==> config.mk <==
export PLATFORM = sky130hd
export DESIGN_NAME = pcs_capture
export DESIGN_NICKNAME = d
export VERILOG_FILES = /design/src/rtl/pcs_pkg.sv /design/src/rtl/pcs_capture.sv
export VERILOG_INCLUDE_DIRS = /design/src /design/src/rtl
export SDC_FILE = /design/constraint.sdc
export NUM_CORES = 1
export LEC_CHECK = 0
export BUFFER_PORTS_ARGS = -buffer_cell sky130_fd_sc_hd__buf_4
export CAP_MARGIN = 20
export CORE_MARGIN = 8
export CORE_UTILIZATION = 37
export CTS_BUF_LIST = sky130_fd_sc_hd__clkbuf_8
export CTS_CLUSTER_SIZE = 40
export DETAILED_ROUTE_END_ITERATION = 8
export PLACE_DENSITY = 0.65
export SLEW_MARGIN = 20
export SYNTH_ARGS = -nofsm -noshare
export SYNTH_HDL_FRONTEND = slang
export SYNTH_SLANG_ARGS = --single-unit
==> constraint.sdc <==
create_clock -name clk_sys_in -period 2.6 [get_ports clk_sys_in]
set_input_delay 0.13 -clock clk_sys_in [delete_from_list [all_inputs] [get_ports clk_sys_in]]
set_output_delay 0.13 -clock clk_sys_in [all_outputs]
set_load 0.05 [all_outputs]
==> src/rtl/pcs_defines.svh <==
/*
 * Constants of the position capture unit: object indices, bit positions
 * of the control and status words, and reset values.
 * Assumes inclusion by bare name from the capture module.
 */
`ifndef PCS_DEFINES_SVH
`define PCS_DEFINES_SVH

`define PCS_IDX_STATUS 16'h60B9
`define PCS_IDX_CH1_RISE 16'h60BA
`define PCS_IDX_CH1_FALL 16'h60BB
`define PCS_IDX_CH2_RISE 16'h60BC
`define PCS_IDX_CH2_FALL 16'h60BD

`define PCS_NUM_CH 2
`define PCS_CH_STRIDE 8
`define PCS_HOMING_CH 0

`define PCS_CTL_EN 0
`define PCS_CTL_CONT 1
`define PCS_CTL_SEL 2
`define PCS_CTL_RISE 4
`define PCS_CTL_FALL 5

`define PCS_ST_EN 0
`define PCS_ST_RISE 1
`define PCS_ST_FALL 2
`define PCS_ST_TOG 7

`define PCS_POS_RST 32'h0000_0000
`define PCS_WORD_RST 16'h0000
`define PCS_DATA_RST 32'h0000_0000

`endif

==> src/rtl/pcs_pkg.sv <==
/*
 * Types shared by the position capture unit.
 * Assumes nothing beyond the constants header.
 */
package pcs_pkg;
  typedef logic signed [31:0] pcs_pos_t;
  typedef logic [15:0] pcs_word_t;
  typedef logic [15:0] pcs_index_t;
endpackage : pcs_pkg

==> src/rtl/pcs_capture.sv <==
/*
 * Two-channel position capture unit with its status and captured-position
 * objects, read by object index.
 * Assumes: control word and homing flag come from logic on clk_sys_in;
 * probe and encoder zero inputs are asynchronous pins.
 */

// Functional notes
// - status bits 0/8 show channel enabled
// - bits 1/9 show rising capture held
// - bits 2/10 show falling capture held
// - continuous mode toggles bit 7/15 per capture
// - status bits 3-6, 11-14 read zero
// - status is read-only 16-bit object
// - rising edge stores signed 32-bit position
// - falling edge stores signed 32-bit position
// - enable bit; single or continuous capture mode
// - select bit picks probe or encoder zero
// - separate rising and falling sampling enables
// - homing start disables channel 1
`timescale 1ns/100ps
`include "pcs_defines.svh"

module pcs_capture (
  input wire logic clk_sys_in, // 40 MHz system clock
  input wire logic rstn_in, // Asynchronous reset, active low
  input wire pcs_pkg::pcs_word_t ctrl_word_in, // Capture control word
  input wire logic homing_in, // High while homing runs
  input wire logic [1:0] probe_in, // External probe pins
  input wire logic enc_zero_in, // Encoder zero pulse pin
  input wire pcs_pkg::pcs_pos_t pos_in, // Current user position
  input wire logic obj_rd_in, // Object read strobe
  input wire pcs_pkg::pcs_index_t obj_index_in, // Object index
  output logic [31:0] obj_data_out, // Read data
  output logic obj_ack_out, // Read answered, one cycle
  output logic obj_err_out // Unmapped index, one cycle
);

  logic [1:0] probe_m_q;
  logic [1:0] probe_s_q;
  logic zero_m_q;
  logic zero_s_q;
  logic home_prev_q;
  logic home_block_q;
  logic [`PCS_NUM_CH-1:0] ch_en;
  logic [`PCS_NUM_CH-1:0] rise_held;
  logic [`PCS_NUM_CH-1:0] fall_held;
  logic [`PCS_NUM_CH-1:0] tog;
  pcs_pkg::pcs_word_t status_w;

  // Pin synchronisers
  always_ff @(posedge clk_sys_in or negedge rstn_in) begin
    if (!rstn_in) begin
      probe_m_q <= 2'h0;
      probe_s_q <= 2'h0;
      zero_m_q <= 1'h0;
      zero_s_q <= 1'h0;
    end else begin
      probe_m_q <= probe_in;
      probe_s_q <= probe_m_q;
      zero_m_q <= enc_zero_in;
      zero_s_q <= zero_m_q;
    end
  end

  // Homing start blocks channel 1 until software drops its enable
  always_ff @(posedge clk_sys_in or negedge rstn_in) begin
    if (!rstn_in) begin
      home_prev_q <= 1'h0;
      home_block_q <= 1'h0;
    end else begin
      home_prev_q <= homing_in;
      if (homing_in && !home_prev_q &&
          ctrl_word_in[`PCS_CTL_EN]) begin
        home_block_q <= 1'h1;
      end else if (!ctrl_word_in[`PCS_CTL_EN]) begin
        home_block_q <= 1'h0;
      end
    end
  end

  genvar i;
  generate
    for (i = 0; i < `PCS_NUM_CH; i = i + 1) begin : ch
      localparam int B = i * `PCS_CH_STRIDE;
      logic en;
      logic trig;
      logic trig_q;
      logic rise_ev;
      logic fall_ev;
      logic rise_arm_q;
      logic fall_arm_q;
      logic rise_flag_q;
      logic fall_flag_q;
      logic tog_q;
      logic cap_rise;
      logic cap_fall;
      logic rise_restart;
      logic fall_restart;
      pcs_pkg::pcs_pos_t rise_pos_q;
      pcs_pkg::pcs_pos_t fall_pos_q;

      if (i == `PCS_HOMING_CH) begin : g_home
        assign en = ctrl_word_in[B+`PCS_CTL_EN] &
                    ~homing_in & ~home_block_q;
      end else begin : g_plain
        assign en = ctrl_word_in[B+`PCS_CTL_EN];
      end

      assign trig = ctrl_word_in[B+`PCS_CTL_SEL] ?
                    zero_s_q : probe_s_q[i];
      assign rise_ev = en && trig && !trig_q;
      assign fall_ev = en && !trig && trig_q;
      // Single mode takes only the first event per edge
      assign cap_rise = rise_ev && ctrl_word_in[B+`PCS_CTL_RISE] &&
        (ctrl_word_in[B+`PCS_CTL_CONT] || !rise_flag_q);
      assign cap_fall = fall_ev && ctrl_word_in[B+`PCS_CTL_FALL] &&
        (ctrl_word_in[B+`PCS_CTL_CONT] || !fall_flag_q);
      assign rise_restart = !en ||
        (ctrl_word_in[B+`PCS_CTL_RISE] && !rise_arm_q);
      assign fall_restart = !en ||
        (ctrl_word_in[B+`PCS_CTL_FALL] && !fall_arm_q);

      always_ff @(posedge clk_sys_in or negedge rstn_in) begin
        if (!rstn_in) begin
          trig_q <= 1'h0;
          rise_arm_q <= 1'h0;
          fall_arm_q <= 1'h0;
        end else begin
          trig_q <= trig;
          rise_arm_q <= en && ctrl_word_in[B+`PCS_CTL_RISE];
          fall_arm_q <= en && ctrl_word_in[B+`PCS_CTL_FALL];
        end
      end

      // Set wins over restart in the same cycle
      always_ff @(posedge clk_sys_in or negedge rstn_in) begin
        if (!rstn_in) begin
          rise_flag_q <= 1'h0;
          fall_flag_q <= 1'h0;
        end else begin
          if (cap_rise) begin
            rise_flag_q <= 1'h1;
          end else if (rise_restart) begin
            rise_flag_q <= 1'h0;
          end
          if (cap_fall) begin
            fall_flag_q <= 1'h1;
          end else if (fall_restart) begin
            fall_flag_q <= 1'h0;
          end
        end
      end

      always_ff @(posedge clk_sys_in or negedge rstn_in) begin
        if (!rstn_in) begin
          tog_q <= 1'h0;
        end else if (ctrl_word_in[B+`PCS_CTL_CONT] &&
                     (cap_rise || cap_fall)) begin
          tog_q <= ~tog_q;
        end
      end

      always_ff @(posedge clk_sys_in or negedge rstn_in) begin
        if (!rstn_in) begin
          rise_pos_q <= `PCS_POS_RST;
          fall_pos_q <= `PCS_POS_RST;
        end else begin
          if (cap_rise) begin
            rise_pos_q <= pos_in;
          end
          if (cap_fall) begin
            fall_pos_q <= pos_in;
          end
        end
      end

      assign ch_en[i] = en;
      assign rise_held[i] = rise_flag_q;
      assign fall_held[i] = fall_flag_q;
      assign tog[i] = tog_q;
    end
  endgenerate

  always_comb begin
    status_w = `PCS_WORD_RST;
    for (int c = 0; c < `PCS_NUM_CH; c++) begin
      status_w[c*`PCS_CH_STRIDE+`PCS_ST_EN] = ch_en[c];
      status_w[c*`PCS_CH_STRIDE+`PCS_ST_RISE] = rise_held[c];
      status_w[c*`PCS_CH_STRIDE+`PCS_ST_FALL] = fall_held[c];
      status_w[c*`PCS_CH_STRIDE+`PCS_ST_TOG] = tog[c];
    end
  end

  // Read-only object access; no write path exists
  always_ff @(posedge clk_sys_in or negedge rstn_in) begin
    if (!rstn_in) begin
      obj_data_out <= `PCS_DATA_RST;
      obj_ack_out <= 1'h0;
      obj_err_out <= 1'h0;
    end else begin
      obj_ack_out <= obj_rd_in;
      obj_err_out <= 1'h0;
      if (obj_rd_in) begin
        unique case (obj_index_in)
          `PCS_IDX_STATUS: obj_data_out <= {`PCS_WORD_RST, status_w};
          `PCS_IDX_CH1_RISE: obj_data_out <= ch[0].rise_pos_q;
          `PCS_IDX_CH1_FALL: obj_data_out <= ch[0].fall_pos_q;
          `PCS_IDX_CH2_RISE: obj_data_out <= ch[1].rise_pos_q;
          `PCS_IDX_CH2_FALL: obj_data_out <= ch[1].fall_pos_q;
          default: begin
            obj_data_out <= `PCS_DATA_RST;
            obj_err_out <= 1'h1;
          end
        endcase
      end
    end
  end

endmodule : pcs_capture

==> qor.json, run 1 <==
{
  "grt_util_all_layers": {"value": 15.4, "unit": "%"},
  "drt-wirelength-per-cell": {"value": 20.5, "unit": "µm"},
  "ys_types": {"value": 44},
  "async_reset_ff_share": {"value": 100, "unit": "%"},
  "postLayoutSetupSlackWorst": {"value": 610, "unit": "ps"},
  "avgViaCountPerCell": {"value": 5.38},
  "clock_path_buffers": {"value": 2},
  "critical_path.n_buffers_inverters": {"value": 3},
  "synth_top_flop_cell": {"value": "dfrtp_1"},
  "cts_root_buffer": {"value": "clkbuf_8"},
  "utilization": {"value": 46.5, "unit": "%"},
  "cts_num_sinks": {"value": 182},
  "hp-class": {"value": "input pin to flip-flop"},
  "hold_viol_final": {"value": 0},
  "die_height": {"value": 161, "unit": "µm"},
  "global_route_wire_length_before_repair": {"value": 31500, "unit": "µm"},
  "synth_warnings": {"value": 0},
  "leakage": {"value": 4.16, "unit": "nW"},
  "mappedNetlistNets": {"value": 589},
  "min_period": {"value": 1990, "unit": "ps"},
  "grt_total_ovfl": {"value": 0},
  "post-route-cell-area": {"value": 9680, "unit": "µm²"},
  "max_cap_violations": {"value": 0},
  "max_transition_margin": {"value": 31.8, "unit": "%"},
  "worst_setup_path_end_kind": {"value": "flip-flop"},
  "totalWireLength": {"value": 19500, "unit": "µm"},
  "vdd_drop_max": {"value": 0.451, "unit": "mV"},
  "count_of_antenna_diodes_in_the_layout": {"value": 0},
  "areal_power_density_over_the_cells": {"value": 696, "unit": "nW/µm²"},
  "pre_cts_ws": {"value": 541, "unit": "ps"},
  "detail_route.first_pass.iterations": {"value": 5},
  "path_clk_slew": {"value": 90, "unit": "ps"},
  "io_pins": {"value": 105},
  "worst_skew_pair.late_latency": {"value": 470, "unit": "ps"},
  "die_x": {"value": 161, "unit": "µm"},
  "critPathLaunchType": {"value": "input pin"},
  "dr.first_iter.drc_count": {"value": 370},
  "cts_buffers": {"value": 17},
  "fin_crit_sh": {"value": 76.5, "unit": "%"},
  "seq_area_frac_synth": {"value": 58.7, "unit": "%"},
  "timing.setup.tns": {"value": 0, "unit": "ps"},
  "timing.critical_path.required": {"value": 2940, "unit": "ps"},
  "skew": {"value": 21.2, "unit": "ps"},
  "cts_htree_levels": {"value": 4},
  "cpMaxStageDelayCell": {"value": "dlygate4sd3_1"},
  "rsz0062_at_grt": {"value": "no"},
  "post_dp_cell_area": {"value": 8810, "unit": "µm²"},
  "final_nets": {"value": 736},
  "remaining_drc_errors": {"value": 0},
  "tritoncts": {"value": "done"},
  "finalWeightedCongestion": {"value": 0.730},
  "report.power.total": {"value": 0.00674, "unit": "W"},
  "flip_flop_and_latch_count_after_synthesis": {"value": 182},
  "gate_family_responsible_for_the_most_delay_along_the_worst_path": {"value": "buffers and inverters"},
  "drv_slew": {"value": 0},
  "worstSetupPathType": {"value": "input pin to flip-flop"},
  "design.core.area": {"value": 20800, "unit": "µm²"},
  "fp.dieArea": {"value": 25900, "unit": "µm²"},
  "row_count": {"value": 53},
  "report.final.setup_viol": {"value": 0},
  "io_buffer_count": {"value": 98},
  "max_freq": {"value": 0.503, "unit": "GHz"},
  "pin_count_of_the_biggest_net_entering_global_routing": {"value": 75},
  "dp.final_hpwl": {"value": 12700, "unit": "µm"},
  "area.growth.synth_to_final": {"value": 24.8, "unit": "%"},
  "synth.avg_cell_area": {"value": 15.0, "unit": "µm²"},
  "critical_path.cell_chain": {"value": "dlygate4sd3_1 > buf_4 > mux2_2 > nor3b_1 > a21boi_4 > buf_4 > mux2_2"},
  "grt_antenna_before_repair": {"value": 0},
  "count_of_flip_flops_with_a_built_in_enable_after_synthesis": {"value": 0},
  "synthCells": {"value": 518},
  "grt_pass1_vias": {"value": 5818},
  "worst_path_largest_cell_delay": {"value": 530, "unit": "ps"},
  "post-cts-setup-buffer-count": {"value": 0},
  "route.antenna.remaining_nets": {"value": 0},
  "fillers": {"value": 1844},
  "tightest_slew": {"value": 1020, "unit": "ps"},
  "syn-cell-area": {"value": 7760, "unit": "µm²"},
  "final_layout_size_suffix_gt1_share": {"value": 47.8, "unit": "%"},
  "worst-endpoint-arrival": {"value": 2330, "unit": "ps"},
  "initial_core_util": {"value": 37.3, "unit": "%"},
  "outcome": {"value": "finished, final reports clean"},
  "critical_path.max_fanout": {"value": 20},
  "routed-via-count": {"value": 5129}
}
-- cells by family (layout without fill, tap and decap cells) --
family,after synthesis,after routing,synth area share (%)
buffers and inverters,42,202,3.47
XOR/XNOR,2,2,0.226
AO/OA/AOI/OAI,77,77,9.13
multiplexers,162,162,23.5
flip-flops,182,182,58.7
AND/OR/NAND/NOR,53,53,4.97
-- metrics by stage --
stage	instances	hold slack (ps)
detailed placement	873	188
floorplan	518	-166
global placement	873	176
global route	953	24.6
finish	953	18.9
CTS	952	2.29
-- timing repair --
| action | in CTS | in global routing |
|---|---|---|
| hold buffers | 47 | 1 |
| endpoints found under the hold margin | 213 | 1 |
| resized for setup | 0 | 0 |
-- cell type report --
cell class | instances | area, µm² | area share [%]
inverter | 7 | 26.3 | 0.271
sequential | 182 | 4550 | 47.1
multi-input combinational | 294 | 2970 | 30.6
clock inverter | 15 | 156 | 1.62
clock buffer | 17 | 234 | 2.42
timing repair buffer | 163 | 1400 | 14.4
tap | 275 | 344 | 3.55
-- flip-flops by register name, summed over array words and instances, names as in the netlist --
| name | flops |
|---|---|
| ch.tog_q | 2 |
| ch.fall_flag_q | 2 |
| ch.fall_pos_q | 64 |
| ch.fall_arm_q | 2 |
| obj_err_out | 1 |
| ch.rise_pos_q | 64 |
| zero_m_q | 1 |
| ch.rise_arm_q | 2 |
| home_block_q | 1 |
| obj_ack_out | 1 |
| probe_s_q | 2 |
| obj_data_out | 32 |
| home_prev_q | 1 |
| ch.trig_q | 2 |
| ch.rise_flag_q | 2 |
| probe_m_q | 2 |
| zero_s_q | 1 |
-- layer usage --
metal | global-route usage [%] | share of wire (%)
met5 | 0 | 0
met4 | 5.26 | 1.8
met3 | 4.04 | 5.4
met2 | 25.3 | 49
met1 | 19.5 | 44
-- where the power goes --
part,leakage [nW],switching [W],internal [W]
combinational,1.70,0.000423,0.000695
sequential,2.27,0.000305,0.00342
clock,0.196,0.00110,0.000799
total,4.16,0.00183,0.00491
-- synth_stat cells, drive strengths merged (4+ instances only) --
library cell,count,area share [%]
mux2,161,23
nand3,17,1.1
a31o,4,0.45
inv,7,0.34
dfrtp,182,59
clkbuf,8,0.65
o2bb2ai,24,2.7
a32oi,8,0.90
nor2,8,0.39
buf,25,1.9
nor4,4,1.1
a41oi,8,1.0
a222oi,24,3.1
nand2b,4,0.32
-- cells in the final DEF (no fill, tap or decap), types with 2 or more instances in the layout --
cell	n
a222oi_1	24
a31o_2	4
a32oi_1	8
a41oi_1	7
and2_1	2
buf_12	4
buf_4	110
clkbuf_8	17
clkinv_4	2
clkinvlp_4	2
dfrtp_1	182
dlygate4sd3_1	48
inv_1	6
inv_6	5
inv_8	4
mux2_2	161
nand2b_1	4
nand3_1	17
nand4b_1	2
nor2_1	8
nor2b_1	2
nor3_1	2
nor3b_1	2
nor4_4	4
o21ai_0	2
o2bb2ai_1	24
xnor2_1	2
-- worst paths after layout --
check                                       start                          endpoint  slack [ps]  cells past startpoint
max reg2reg                    zero_s_q$_DFF_PN0_   ch[1].rise_pos_q[0]$_DFFE_PN0P_         660                      5
min in group asynchronous                 rstn_in  ch[0].fall_pos_q[14]$_DFFE_PN0P_         220                      2
max in group asynchronous                 rstn_in  ch[1].rise_pos_q[31]$_DFFE_PN0P_        1520                      3
min                               ctrl_word_in[2]            ch[0].trig_q$_DFF_PN0_          20                      3
min reg2reg                probe_m_q[0]$_DFF_PN0_            probe_s_q[0]$_DFF_PN0_         350                      0
max                              ctrl_word_in[10]   ch[1].rise_pos_q[0]$_DFFE_PN0P_         610                      7
-- worst min-delay path, delay by kind of cell --
kind | cells | cell delay (ps)
buffers and inverters | 2 | 170
muxes | 1 | 140
Power figures use the tool's default switching activity.
==> run 2, diff against run 1 <==
--- a/config.mk
+++ b/config.mk
@@ -6,6 +6,7 @@
 export SDC_FILE = /design/constraint.sdc
 export NUM_CORES = 1
 export LEC_CHECK = 0
+export ABC_AREA = 1
 export BUFFER_PORTS_ARGS = -buffer_cell sky130_fd_sc_hd__buf_4
 export CAP_MARGIN = 20
 export CORE_MARGIN = 8
@@ -13,7 +14,7 @@
 export CTS_BUF_LIST = sky130_fd_sc_hd__clkbuf_8
 export CTS_CLUSTER_SIZE = 40
 export DETAILED_ROUTE_END_ITERATION = 8
-export PLACE_DENSITY = 0.65
+export PLACE_DENSITY = 0.67
 export SLEW_MARGIN = 20
 export SYNTH_ARGS = -nofsm -noshare
 export SYNTH_HDL_FRONTEND = slang
==> constraint.sdc (replaced) <==
create_clock -name clk_sys_in -period 1.78 [get_ports clk_sys_in]
set_input_delay 0.089 -clock clk_sys_in [delete_from_list [all_inputs] [get_ports clk_sys_in]]
set_output_delay 0.089 -clock clk_sys_in [all_outputs]
set_load 0.05 [all_outputs]
==> run 2 against run 1 <==
Compared with the run above: non-clock buffer count is 11 higher; first-iteration DRC count is 40% higher; critical path depth is 3 higher; area after synthesis is 4.0% higher; synthesized cell count is 77% higher; utilization is 0.11 points higher; register-to-register slack worse by 320 ps; design area is 4.1% higher; highest routed layer unchanged.
==> qor.json, run 2 <==
{
  "outcome": {"value": "finished, final reports clean"},
  "areal_power_density_over_the_cells": {"value": 948, "unit": "nW/µm²", "change": "+36%"},
  "tritoncts": {"value": "done"},
  "post_layout_nonfiller_instances": {"value": 1339, "change": "+41%"},
  "worstReg2RegStart": {"value": "zero_s_q$_DFF_PN0_"},
  "final_common_cell": {"value": "nand2_1"},
  "peak_usage_layer_in_the_global_routing_report": {"value": "met2"},
  "grt_pass1_vias": {"value": 6388, "change": "+9.8%"},
  "cell_with_the_most_instances_after_synthesis": {"value": "nand2_1"},
  "utilization": {"value": 46.6, "unit": "%", "change": "+0.11 points"},
  "final_nets": {"value": 1119, "change": "+52%"},
  "cts_num_sinks": {"value": 182, "change": "unchanged"},
  "tightest_slew": {"value": 977, "unit": "ps", "change": "-39.0 ps"},
  "biggestRegsByFlops": {"value": "ch.fall_pos_q: 64 flops, ch.rise_pos_q: 64 flops, obj_data_out: 32 flops"},
  "dp.final_hpwl": {"value": 12700, "unit": "µm", "change": "+0.14%"},
  "finalWeightedCongestion": {"value": 0.773, "change": "+5.8%"},
  "row_count": {"value": 54, "change": "+1.9%"},
  "timing.critical_path.required": {"value": 2100, "unit": "ps", "change": "-840 ps"},
  "avgViaCountPerCell": {"value": 4.92, "change": "-8.5%"},
  "max_freq": {"value": 0.573, "unit": "GHz"},
  "route.antenna.remaining_nets": {"value": 0, "change": "unchanged"},
  "design.core.area": {"value": 21600, "unit": "µm²", "change": "+3.8%"},
  "grt_util_all_layers": {"value": 15.5, "unit": "%", "change": "+0.018 points"},
  "leakage": {"value": 5.07, "unit": "nW", "change": "+22%"},
  "worst_setup_path_endpoint": {"value": "ch[1].fall_pos_q[17]$_DFFE_PN0P_"},
  "initial_core_util": {"value": 37.3, "unit": "%", "change": "+0.065 points"},
  "area.growth.synth_to_final": {"value": 24.9, "unit": "%", "change": "about the same"},
  "min_period": {"value": 1750, "unit": "ps"},
  "worst_setup_path_end_kind": {"value": "flip-flop"},
  "drt-wirelength-per-cell": {"value": 15.2, "unit": "µm", "change": "-26%"},
  "reg2reg_slack": {"value": 340, "unit": "ps", "change": "-320 ps"},
  "max_cap_violations": {"value": 0, "change": "unchanged"},
  "die_height": {"value": 164, "unit": "µm", "change": "+1.8%"},
  "placed_cells": {"value": 1256, "change": "+44%"},
  "totalWireLength": {"value": 20300, "unit": "µm", "change": "+4.1%"},
  "reg2reg_depth": {"value": 9, "change": "+4"},
  "grt_total_ovfl": {"value": 0, "change": "unchanged"},
  "final_layout_size_suffix_gt1_share": {"value": 16.3, "unit": "%", "change": "-31 points"},
  "drv_slew": {"value": 0, "change": "unchanged"},
  "async_reset_ff_share": {"value": 100, "unit": "%", "change": "unchanged"},
  "cts_buffers": {"value": 17, "change": "unchanged"},
  "die_x": {"value": 164, "unit": "µm", "change": "+1.8%"},
  "yosysTopAreaCell": {"value": "dfrtp_1"},
  "report.final.setup_viol": {"value": 0, "change": "unchanged"},
  "mappedNetlistNets": {"value": 988, "change": "+68%"},
  "path_clk_slew": {"value": 90, "unit": "ps", "change": "about the same"},
  "startpoint": {"value": "ctrl_word_in[8]"},
  "vdd_drop_max": {"value": 0.456, "unit": "mV", "change": "+1.0%"},
  "cts_htree_levels": {"value": 4, "change": "unchanged"},
  "worst-endpoint-arrival": {"value": 2070, "unit": "ps", "change": "-260 ps"},
  "critPathLaunchType": {"value": "input pin"},
  "hp-class": {"value": "input pin to flip-flop"},
  "flip_flop_and_latch_count_after_synthesis": {"value": 182, "change": "unchanged"},
  "grt_antenna_before_repair": {"value": 0, "change": "unchanged"},
  "skew": {"value": 10.3, "unit": "ps", "change": "-10.8 ps"},
  "count_of_flip_flops_with_a_built_in_enable_after_synthesis": {"value": 0, "change": "unchanged"},
  "synth.cells.most_frequent": {"value": "241 x nand2_1, 182 x dfrtp_1, 130 x nand3_1"},
  "met3_usage": {"value": 3.30, "unit": "%", "change": "-0.74 points"},
  "ys_types": {"value": 28, "change": "-36%"},
  "cts_root_buffer": {"value": "clkbuf_8"},
  "worst_skew_pair.late_latency": {"value": 450, "unit": "ps", "change": "-20 ps"},
  "netlist_top_cells_area": {"value": "dfrtp_1 56%, nand2_1 11%, nand3_1 8.1%"},
  "io_buffer_count": {"value": 98, "change": "unchanged"},
  "remaining_drc_errors": {"value": 0, "change": "unchanged"},
  "dr.first_iter.drc_count": {"value": 517, "change": "+40%"},
  "synth_warnings": {"value": 0, "change": "unchanged"},
  "timing.setup.tns": {"value": 0, "unit": "ps", "change": "unchanged"},
  "max_transition_margin": {"value": 34.8, "unit": "%", "change": "+2.9 points"},
  "global_route_wire_length_before_repair": {"value": 33200, "unit": "µm", "change": "+5.2%"},
  "io_pins": {"value": 105, "change": "unchanged"},
  "syn-cell-area": {"value": 8070, "unit": "µm²", "change": "+4.0%"},
  "fp.dieArea": {"value": 26800, "unit": "µm²", "change": "+3.6%"},
  "use_met2": {"value": 24.4, "unit": "%", "change": "-0.88 points"},
  "synthCells": {"value": 917, "change": "+77%"},
  "hold_viol_final": {"value": 0, "change": "unchanged"},
  "netlist.area_leader.share": {"value": 56.4, "unit": "%", "change": "-2.3 points"},
  "synth.avg_cell_area": {"value": 8.80, "unit": "µm²", "change": "-41%"},
  "clock_path_buffers": {"value": 2, "change": "unchanged"},
  "detail_route.first_pass.iterations": {"value": 5, "change": "unchanged"},
  "gr-usage-met1": {"value": 21.2, "unit": "%", "change": "+1.7 points"},
  "critical_path.max_fanout": {"value": 16, "change": "-20%"},
  "worstSetupPathType": {"value": "input pin to flip-flop"},
  "fin_crit_sh": {"value": 98.1, "unit": "%"},
  "final_cell_mix": {"value": "240 x nand2_1, 182 x dfrtp_1, 130 x nand3_1, 107 x buf_4, 94 x o21ai_0"},
  "routed-via-count": {"value": 6591, "change": "+29%"},
  "seq_area_frac_synth": {"value": 56.4, "unit": "%", "change": "-2.3 points"},
  "count_of_antenna_diodes_in_the_layout": {"value": 0, "change": "unchanged"},
  "synth_top_flop_cell": {"value": "dfrtp_1"},
  "pin_count_of_the_biggest_net_entering_global_routing": {"value": 87, "change": "+16%"},
  "crit-reg2reg-capture": {"value": "ch[1].rise_pos_q[14]$_DFFE_PN0P_"}
}
run 2: cell count changes in the layout (fill, tap and decap cells not counted), sizes merged, moves of 5 or more:
cell,change
a41oi,-8
mux2,-161
nand4,+24
nand3,+114
nand2,+242
buf,+8
clkinv,+5
o2bb2ai,-24
nor2,+37
a32oi,-8
a222oi,-24
inv,+41
o21ai,+160
run 2: area by class of cell:
cell class / count / area (µm²)
sequential: 182 / 4550
inverter: 57 / 214
clock buffer: 17 / 234
fill: 2111 / 11500
timing repair buffer: 174 / 1660
clock inverter: 13 / 183
tap: 280 / 350
multi-input combinational: 616 / 2880
run 2: worst min path at each step:
stage / from / to / depth (start not counted)
after global placement: rstn_in / ch[0].fall_pos_q[6]$_DFFE_PN0P_ / 1
after global routing: obj_rd_in / obj_data_out[28]$_DFFE_PN0P_ / 3
after CTS: obj_index_in[0] / obj_err_out$_DFF_PN0_ / 3
final: obj_index_in[0] / obj_err_out$_DFF_PN0_ / 3
after detailed placement: rstn_in / ch[0].fall_pos_q[6]$_DFFE_PN0P_ / 1
after floorplan: rstn_in / ch[0].fall_arm_q$_DFF_PN0_ / 0
run 2: power breakdown:
| part | leakage [nW] | total [W] | internal, W | switching (W) |
|---|---|---|---|---|
| logic | 2.52 | 0.00127 | 0.000586 | 0.000683 |
| registers | 2.33 | 0.00531 | 0.00491 | 0.000403 |
| clock network | 0.211 | 0.00297 | 0.00151 | 0.00146 |
| total | 5.07 | 0.00955 | 0.00701 | 0.00254 |
run 2: per-layer routing:
layer	wire [µm]	share of wire [%]	vias up
li1	-	-	3282
met1	9420	46	3104
met2	9560	47	188
met3	1180	5.8	17
met4	192	0.94	0
met5	0	0	-
run 2: repair_timing:
action | in CTS | in global routing
endpoints found under the setup margin | 0 | 30
buffers inserted | 0 | 2
resized for setup | 0 | 7
hold buffers | 49 | 0
hold endpoints to repair | 260 | 0
run 2: worst max-delay path, stage by stage:
cell and delay, ps:
dlygate4sd3_1 520, buf_4 120, nand2_1 40, dlygate4sd3_1 550, inv_1 110, o2111ai_4 140
buf_12 180, clkbuf_16 180, nand2_1 60, o21ai_0 70
run 2: cells by family (layout without fill, tap and decap cells):
kind of cell | count (synthesis) | in the layout | share of synthesized area, %
simple gates | 447 | 447 | 24.8
buf+inv | 119 | 261 | 8.06
flops | 182 | 182 | 56.4
xor+xnor | 1 | 1 | 0.109
compound gates | 168 | 168 | 10.6
run 2: metrics by stage:
stage / total power [W] / hold WS [ps] / worst slack, ps / cell area (µm²)
3_3_place_gp: 0.00650 / 70.4 / 377 / 9060
2_1_floorplan: 0.00607 / -207 / 506 / 8070
4_1_cts: 0.00965 / 6.23 / 51.0 / 9970
6_report: 0.00955 / 44.6 / 34.7 / 10100
5_1_grt: 0.0101 / 38.7 / -8.27 / 10100
3_5_place_dp: 0.00657 / 72.6 / 334 / 9060
